--- config.mk ---
export PLATFORM = sky130hd
export DESIGN_NAME = btc_calendar
export DESIGN_NICKNAME = d
export VERILOG_FILES = /design/src/logic/btc_pkg.sv /design/src/logic/btc_calendar.sv /design/src/logic/btc_divider.sv /design/src/logic/btc_bcd_step.sv
export SDC_FILE = /design/constraint.sdc
export NUM_CORES = 1
export LEC_CHECK = 0
export BUFFER_PORTS_ARGS = -buffer_cell sky130_fd_sc_hd__buf_2
export CAP_MARGIN = 20
export CORE_MARGIN = 1.5
export CORE_UTILIZATION = 40
export CTS_BUF_LIST = sky130_fd_sc_hd__clkbuf_16
export DETAILED_ROUTE_END_ITERATION = 7
export SYNTH_ARGS = -nofsm -noshare
export SYNTH_HDL_FRONTEND = slang
export SYNTH_HIERARCHICAL = 1
export SYNTH_SLANG_ARGS = --single-unit
--- constraint.sdc ---
create_clock -name clk -period 7.9 [get_ports clk]
set_clock_uncertainty 0.2 [all_clocks]
set_input_delay 1.58 -clock clk [delete_from_list [all_inputs] [get_ports clk]]
set_output_delay 1.58 -clock clk [all_outputs]
set_load 0.1 [all_outputs]
--- src/logic/btc_pkg.sv ---
// Package with constants and types for the BCD time and calendar counter
// Summary of operation
// - Update event per second, or minute when selected
// - Seconds packed BCD, tens bits 6-4
// - Seconds count 00 to 59, then 00
// - Minutes count 00 to 59, then 00
// - Hours count 00 to 23, then 00
// - Fixed-zero bits ignore writes, read zero
// - Weekday one-hot, shifts left, Saturday to Sunday
// - Calendar correct 2001-2099, 2100 treated leap
// - Date packed BCD, tens bits 5-4
// - Date wraps at 31 or 30 per month
// - February wraps at 28, or 29 leap
// - Year divisible by four is leap
// - Month counts 01 to 12, then 01
// - Year full BCD 00 to 99 wrapping
// - Registers aliased at base and mirror
// - Counting held during host access
package btc_pkg;
    localparam logic [4:0] ADDR_SEC = 5'h00;
    localparam logic [4:0] ADDR_MIN = 5'h01;
    localparam logic [4:0] ADDR_HOUR = 5'h02;
    localparam logic [4:0] ADDR_WEEK = 5'h03;
    localparam logic [4:0] ADDR_DATE = 5'h04;
    localparam logic [4:0] ADDR_MONTH = 5'h05;
    localparam logic [4:0] ADDR_YEAR = 5'h06;
    localparam logic [4:0] ADDR_EXT = 5'h0d;
    localparam logic [4:0] ADDR_MIRROR_BIT = 5'h10;
    localparam int UPDATE_EVENT_SELECT_BIT = 5;
    localparam logic [7:0] MASK_SEC = 8'h7f;
    localparam logic [7:0] MASK_MIN = 8'h7f;
    localparam logic [7:0] MASK_HOUR = 8'h3f;
    localparam logic [7:0] MASK_WEEK = 8'h7f;
    localparam logic [7:0] MASK_DATE = 8'h3f;
    localparam logic [7:0] MASK_MONTH = 8'h1f;
    localparam logic [7:0] MASK_YEAR = 8'hff;
    localparam logic [7:0] MAX_SEC = 8'h59;
    localparam logic [7:0] MAX_MIN = 8'h59;
    localparam logic [7:0] MAX_HOUR = 8'h23;
    localparam logic [7:0] MAX_MONTH = 8'h12;
    localparam logic [7:0] MAX_YEAR = 8'h99;
    localparam logic [7:0] ZERO_BCD = 8'h00;
    localparam logic [7:0] ONE_BCD = 8'h01;
    localparam logic [7:0] DAYS_31 = 8'h31;
    localparam logic [7:0] DAYS_30 = 8'h30;
    localparam logic [7:0] DAYS_29 = 8'h29;
    localparam logic [7:0] DAYS_28 = 8'h28;
    localparam logic [7:0] MON_FEB = 8'h02;
    localparam logic [7:0] MON_APR = 8'h04;
    localparam logic [7:0] MON_JUN = 8'h06;
    localparam logic [7:0] MON_SEP = 8'h09;
    localparam logic [7:0] MON_NOV = 8'h11;
    localparam logic [7:0] WEEK_SUN = 8'h01;
    localparam logic [7:0] WEEK_SAT = 8'h40;
    localparam logic [7:0] RST_SEC = 8'h00;
    localparam logic [7:0] RST_MIN = 8'h00;
    localparam logic [7:0] RST_HOUR = 8'h00;
    localparam logic [7:0] RST_WEEK = 8'h01;
    localparam logic [7:0] RST_DATE = 8'h01;
    localparam logic [7:0] RST_MONTH = 8'h01;
    localparam logic [7:0] RST_YEAR = 8'h01;
    localparam logic [7:0] RST_EXT = 8'h00;
    localparam int OSC_HZ = 32768;
    localparam int CLK_HZ = 125000000;

    typedef struct packed {
        logic [7:0] sec;
        logic [7:0] min;
        logic [7:0] hour;
        logic [7:0] week;
        logic [7:0] date;
        logic [7:0] month;
        logic [7:0] year;
    } btc_time_t;

    typedef struct packed {
        logic wr;
        logic rd;
        logic [4:0] addr;
        logic [7:0] wdata;
    } btc_req_t;
endpackage

--- src/logic/btc_calendar.sv ---
// Time and calendar counter chain with host register port
`timescale 1ns/1ps
module btc_calendar
    import btc_pkg::*;
#(
    parameter int OSC_DIV = CLK_HZ / OSC_HZ,
    parameter int SEC_DIV = OSC_HZ
) (
    input wire logic clk,
    input wire logic rst_n,
    input wire logic osc_en,
    input wire logic host_busy,
    input wire btc_req_t req,
    output logic [7:0] rdata,
    output logic rvalid,
    output btc_time_t time_out,
    output logic update_event
);
    logic rst_s1_ff;
    logic rst_s2_ff;
    logic srst_n;
    always_ff @(posedge clk or negedge rst_n) begin
        if (!rst_n) begin
            rst_s1_ff <= 1'b0;
            rst_s2_ff <= 1'b0;
        end else begin
            rst_s1_ff <= 1'b1;
            rst_s2_ff <= rst_s1_ff;
        end
    end
    assign srst_n = rst_s2_ff;

    // Oscillator enable into a 32768 Hz rate pulse, then 1 Hz
    logic osc_pulse;
    logic sec_tick;
    logic osc_src;
    assign osc_src = (OSC_DIV <= 1) ? 1'b1 : osc_en;
    btc_divider #(.DIV(OSC_DIV)) u_osc_div (
        .clk(clk),
        .rst_n(srst_n),
        .en_in(osc_src),
        .pulse(osc_pulse)
    );
    btc_divider #(.DIV(SEC_DIV)) u_sec_div (
        .clk(clk),
        .rst_n(srst_n),
        .en_in(osc_pulse),
        .pulse(sec_tick)
    );

    btc_time_t t_ff;
    btc_time_t nxt_t;
    logic [7:0] ext_ff;
    logic [7:0] nxt_ext;
    logic pend_ff;
    logic nxt_pend;
    logic upd_ff;
    logic nxt_upd;
    logic [7:0] rdata_ff;
    logic [7:0] nxt_rdata;
    logic rvalid_ff;
    logic nxt_rvalid;

    logic [7:0] sec_n, min_n, hour_n, date_n, month_n, year_n;
    logic sec_w, min_w, hour_w, date_w, month_w, year_w;
    logic [7:0] date_last;
    logic leap;
    logic [4:0] loc;
    logic hold;

    // BCD value divisible by 4: even tens need units 0, 4, 8; odd tens 2, 6
    always_comb begin
        if (t_ff.year[4]) begin
            leap = (t_ff.year[3:0] == 4'h2) || (t_ff.year[3:0] == 4'h6);
        end else begin
            leap = (t_ff.year[3:0] == 4'h0) || (t_ff.year[3:0] == 4'h4)
                || (t_ff.year[3:0] == 4'h8);
        end
    end

    always_comb begin
        if (t_ff.month == MON_FEB) begin
            date_last = leap ? DAYS_29 : DAYS_28;
        end else if (t_ff.month == MON_APR || t_ff.month == MON_JUN
                || t_ff.month == MON_SEP || t_ff.month == MON_NOV) begin
            date_last = DAYS_30;
        end else begin
            date_last = DAYS_31;
        end
    end

    btc_bcd_step u_sec (.cur(t_ff.sec), .last(MAX_SEC), .first(ZERO_BCD),
        .next(sec_n), .wrap(sec_w));
    btc_bcd_step u_min (.cur(t_ff.min), .last(MAX_MIN), .first(ZERO_BCD),
        .next(min_n), .wrap(min_w));
    btc_bcd_step u_hour (.cur(t_ff.hour), .last(MAX_HOUR), .first(ZERO_BCD),
        .next(hour_n), .wrap(hour_w));
    btc_bcd_step u_date (.cur(t_ff.date), .last(date_last), .first(ONE_BCD),
        .next(date_n), .wrap(date_w));
    btc_bcd_step u_month (.cur(t_ff.month), .last(MAX_MONTH), .first(ONE_BCD),
        .next(month_n), .wrap(month_w));
    btc_bcd_step u_year (.cur(t_ff.year), .last(MAX_YEAR), .first(ZERO_BCD),
        .next(year_n), .wrap(year_w));

    // Both base and mirror windows map to the same storage
    assign loc = req.addr & ~ADDR_MIRROR_BIT;
    assign hold = host_busy || req.wr || req.rd;

    always_comb begin
        nxt_t = t_ff;
        nxt_ext = ext_ff;
        nxt_pend = pend_ff;
        nxt_upd = 1'b0;
        nxt_rdata = rdata_ff;
        nxt_rvalid = 1'b0;
        // A tick during an access is kept and applied once the access ends
        if (sec_tick) begin
            nxt_pend = 1'b1;
        end
        if (!hold && (pend_ff || sec_tick)) begin
            // A fresh tick meeting a pending one stays pending, so none is lost
            nxt_pend = pend_ff && sec_tick;
            nxt_t.sec = sec_n;
            nxt_upd = !ext_ff[UPDATE_EVENT_SELECT_BIT] || sec_w;
            if (sec_w) begin
                nxt_t.min = min_n;
                if (min_w) begin
                    nxt_t.hour = hour_n;
                    if (hour_w) begin
                        nxt_t.week = (t_ff.week == WEEK_SAT) ? WEEK_SUN
                            : {t_ff.week[6:0], 1'b0} & MASK_WEEK;
                        nxt_t.date = date_n;
                        if (date_w) begin
                            nxt_t.month = month_n;
                            if (month_w) begin
                                nxt_t.year = year_n;
                            end
                        end
                    end
                end
            end
        end
        if (req.wr) begin
            unique case (loc)
                ADDR_SEC: nxt_t.sec = req.wdata & MASK_SEC;
                ADDR_MIN: nxt_t.min = req.wdata & MASK_MIN;
                ADDR_HOUR: nxt_t.hour = req.wdata & MASK_HOUR;
                ADDR_WEEK: nxt_t.week = req.wdata & MASK_WEEK;
                ADDR_DATE: nxt_t.date = req.wdata & MASK_DATE;
                ADDR_MONTH: nxt_t.month = req.wdata & MASK_MONTH;
                ADDR_YEAR: nxt_t.year = req.wdata & MASK_YEAR;
                ADDR_EXT: nxt_ext = req.wdata;
                default: nxt_ext = ext_ff;
            endcase
        end
        if (req.rd) begin
            nxt_rvalid = 1'b1;
            unique case (loc)
                ADDR_SEC: nxt_rdata = t_ff.sec & MASK_SEC;
                ADDR_MIN: nxt_rdata = t_ff.min & MASK_MIN;
                ADDR_HOUR: nxt_rdata = t_ff.hour & MASK_HOUR;
                ADDR_WEEK: nxt_rdata = t_ff.week & MASK_WEEK;
                ADDR_DATE: nxt_rdata = t_ff.date & MASK_DATE;
                ADDR_MONTH: nxt_rdata = t_ff.month & MASK_MONTH;
                ADDR_YEAR: nxt_rdata = t_ff.year;
                ADDR_EXT: nxt_rdata = ext_ff;
                default: nxt_rdata = 8'h00;
            endcase
        end
    end

    always_ff @(posedge clk or negedge srst_n) begin
        if (!srst_n) begin
            t_ff <= {RST_SEC, RST_MIN, RST_HOUR, RST_WEEK, RST_DATE, RST_MONTH, RST_YEAR};
            ext_ff <= RST_EXT;
            pend_ff <= 1'b0;
            upd_ff <= 1'b0;
            rdata_ff <= 8'h00;
            rvalid_ff <= 1'b0;
        end else begin
            t_ff <= nxt_t;
            ext_ff <= nxt_ext;
            pend_ff <= nxt_pend;
            upd_ff <= nxt_upd;
            rdata_ff <= nxt_rdata;
            rvalid_ff <= nxt_rvalid;
        end
    end

    assign rdata = rdata_ff;
    assign rvalid = rvalid_ff;
    assign time_out = t_ff;
    assign update_event = upd_ff;
endmodule

--- src/logic/btc_divider.sv ---
// Pulse divider producing a one-cycle enable every DIV input enables
`timescale 1ns/1ps
module btc_divider
    import btc_pkg::*;
#(
    parameter int DIV = 2
) (
    input wire logic clk,
    input wire logic rst_n,
    input wire logic en_in,
    output logic pulse
);
    localparam int W = (DIV > 1) ? $clog2(DIV) : 1;
    localparam logic [W-1:0] LAST = W'(DIV - 1);
    logic [W-1:0] cnt_ff;
    logic [W-1:0] nxt_cnt;
    logic pulse_ff;
    logic nxt_pulse;

    always_comb begin
        nxt_cnt = cnt_ff;
        nxt_pulse = 1'b0;
        if (en_in) begin
            if (cnt_ff == LAST) begin
                nxt_cnt = '0;
                nxt_pulse = 1'b1;
            end else begin
                nxt_cnt = cnt_ff + W'(1);
            end
        end
    end

    always_ff @(posedge clk or negedge rst_n) begin
        if (!rst_n) begin
            cnt_ff <= '0;
            pulse_ff <= 1'b0;
        end else begin
            cnt_ff <= nxt_cnt;
            pulse_ff <= nxt_pulse;
        end
    end

    assign pulse = pulse_ff;
endmodule

--- src/logic/btc_bcd_step.sv ---
// Combinational BCD increment with wrap to a given start value
`timescale 1ns/1ps
module btc_bcd_step
    import btc_pkg::*;
(
    input wire logic [7:0] cur,
    input wire logic [7:0] last,
    input wire logic [7:0] first,
    output logic [7:0] next,
    output logic wrap
);
    always_comb begin
        wrap = (cur == last);
        if (wrap) begin
            next = first;
        end else if (cur[3:0] == 4'h9) begin
            next = {cur[7:4] + 4'h1, 4'h0};
        end else begin
            next = {cur[7:4], cur[3:0] + 4'h1};
        end
    end
endmodule

==> results.md <==
- CTS root buf: clkbuf_16
- Drt via density: just over 5
- Maxcap violations: 0
- Final instance area: 8660 µm²
- Die area: 19600 µm²
- Placement Cell Area: 8380 µm²
- GR Overflow Total: 0
- DP Wirelength: 13.6 mm
- Post_cts resized: 0
- Worst Path Buf+Inv: 1
- Num CTS Buffers: 9
- Die height: 140 µm
- Starting density of the core: 0.412
- Pre-antenna DRT Iters: 5
- Sw power: between 1 and 1.5 mW
- DR WL/cell: 16.4 µm
- Worst setup margin: 3.95 ns
- Critical-path cell list: nor3b_1 > a22oi_1 > o2bb2ai_1 > o311ai_0 > xor2_1 > nor4_2 > nand2_2 > inv_1 > nand4_1 > o21ai_0 > a31oi_1
- Final nets: about 970
- CP Data Arrival Time: approximately 4.0 ns
- Worst Path Max Fanout: 16
- Area growth syn-to-layout: 15.3%
- Drt drc: 0
- CTS H-tree depth: 3
- Crit path kind: reg2reg
- Setup tns final: 0 ns
- PortBufs: 83
- Yosys warns: 6
- Status: completed
- Sequential share of power: 0.376
- Slew Limit Headroom: 0.282
- CTS sink count: between 100 and 150
- Worst-path clk slew: 0.08 ns
- Type of destination of the critical path: flop
- Pre-CTS setup slack: 4.08 ns
- Std cell rows: 49
- CTS tree: built
- Share of cells above drive strength 1: 0.218
- HP Class: reg2reg
- Top-Level Pins: 85
- Std-Cell Core Area: 18200 µm²
- Clock share of power: 0.206
- WP data required: 7.90 ns
- Unrepaired setup endpoints after global routing: false
- PD cells: 244 nW/µm²
- Final setup fails: 0
- Slew Limit Fails: 0
- Least-Margin Pin Slew: 1.08 ns
- Via count: 6106
- Clk_lat worst skew: 0.35 ns
- Startpoint Class: flop
- Pint: 1.09 mW
- Vias in the first global route: 5618
- Total track usage: 0.200
- Minimum clock period: slightly below 4 ns
- Final worst path period share: 0.500
- Logic gate share of total power: 0.419
- Fin. Hold Viols: 0
- ANT cells: 0
- First-pass GRT wire length: 30.9 mm
- CP max stage cell: dfstp_2
- Iteration-0 DRC Markers: 350
- Post-route ant nets: 0
- Mapped Area: 7510 µm²
- Final wirelength: approximately 19 mm
- Crit path max-delay family: simple AND/OR/NAND/NOR gates
- CP peak stage delay: between 0.6 and 0.7 ns
- GPL Wtd Cong: 0.844
- Horiz. Die Dim: 140 µm
- Mapped Cells: 785
- Clock Tree Buf Depth: 2
- Antenna violations before repair: 0
- Syn Area/Cell: 9.57 µm²
- Largest net degree at the start of global routing: 60
- Maximum clock rate: 253 MHz
- Post-CTS Setup Inserts: 0
- Leakage: around 3.9 nW
- CTS Hold Bufs: 0
- VDD IR max: 118 µV
- Switch share: 0.484
registers in the layout, indices dropped and copies added, names as in the netlist, 8 cells and up:
register / cells
u_osc_div/cnt_ff: 12
u_sec_div/cnt_ff: 15
ext_ff: 8
rdata: 8
time_out: 56
metal layers:
| metal | track usage | wire, µm | vias to the layer above |
|---|---|---|---|
| met3 | 0.0427 | 896 | 16 |
| li1 | - | - | 3058 |
| met5 | 0 | 0 | - |
| met1 | 0.277 | 9210 | 2882 |
| met4 | 0.0377 | 207 | 0 |
| met2 | 0.323 | 8970 | 150 |
final timing paths:
kind / depth (start not counted) / startpoint / end / slack [ns]
max: 11 / time_out[8] / time_out[5] / 3.95
min: 0 / rst_s1_ff / rst_s2_ff / 0.15
max reg2reg: 11 / time_out[8] / time_out[5] / 3.95
min reg2reg: 0 / rst_s1_ff / rst_s2_ff / 0.15
max in group asynchronous: 1 / rst_s2_ff / u_sec_div/cnt_ff[12] / 6.15
min in group asynchronous: 0 / rst_s2_ff / u_osc_div/cnt_ff[2] / 0.23
area by class of cell:
| class | instances | area, µm² |
|---|---|---|
| Fill cell | 1786 | 9550 |
| Multi-Input combinational cell | 704 | 4870 |
| Sequential cell | 106 | 2660 |
| Timing Repair Buffer | 85 | 430 |
| Tap cell | 229 | 287 |
| Clock buffer | 9 | 225 |
| Inverter | 35 | 131 |
| Clock inverter | 7 | 53.8 |
per-stage QoR:
stage          cells  total power [mW]  utilization  hold slack (ns)
2_1_floorplan    877              1.51            -            0.131
3_3_place_gp    1159              1.68        0.460            0.134
3_5_place_dp    1159              1.69        0.460            0.138
4_1_cts         1175              2.13        0.476            0.157
5_1_grt         1175              2.22        0.476            0.159
6_report        1175              2.11        0.476            0.153
power groups by stage:
stage	Clock, mW	Sequential (mW)	Combinational (mW)
6_report	0.434	0.793	0.884
5_1_grt	0.467	0.812	0.940
4_1_cts	0.448	0.793	0.886
3_5_place_dp	0	0.804	0.883
3_3_place_gp	0	0.803	0.875
2_1_floorplan	0	1.17	0.339
cell usage in the layout, fill, tap and decap left out, types with 3 or more instances in the layout:
cell type,instances
nand2_1,67
nor2b_1,7
mux2i_1,58
nor4_2,7
and2_1,3
nand2_2,7
a22o_1,7
o22ai_1,7
nor3_1,12
o21ai_0,48
xnor2_1,32
a22oi_1,3
nand2b_1,14
nor2_1,36
o21ai_1,3
nand4_1,17
mux2_2,62
dfstp_2,4
xor2_1,56
buf_2,83
clkbuf_16,9
nand3_1,45
inv_1,35
nor3b_1,4
dfrtp_1,101
ha_1,9
and4bb_2,6
conb_1,94
and4_1,3
a31oi_1,12
a21oi_1,17
nor4_1,13
Note: power is estimated with default switching activity, not from simulation.
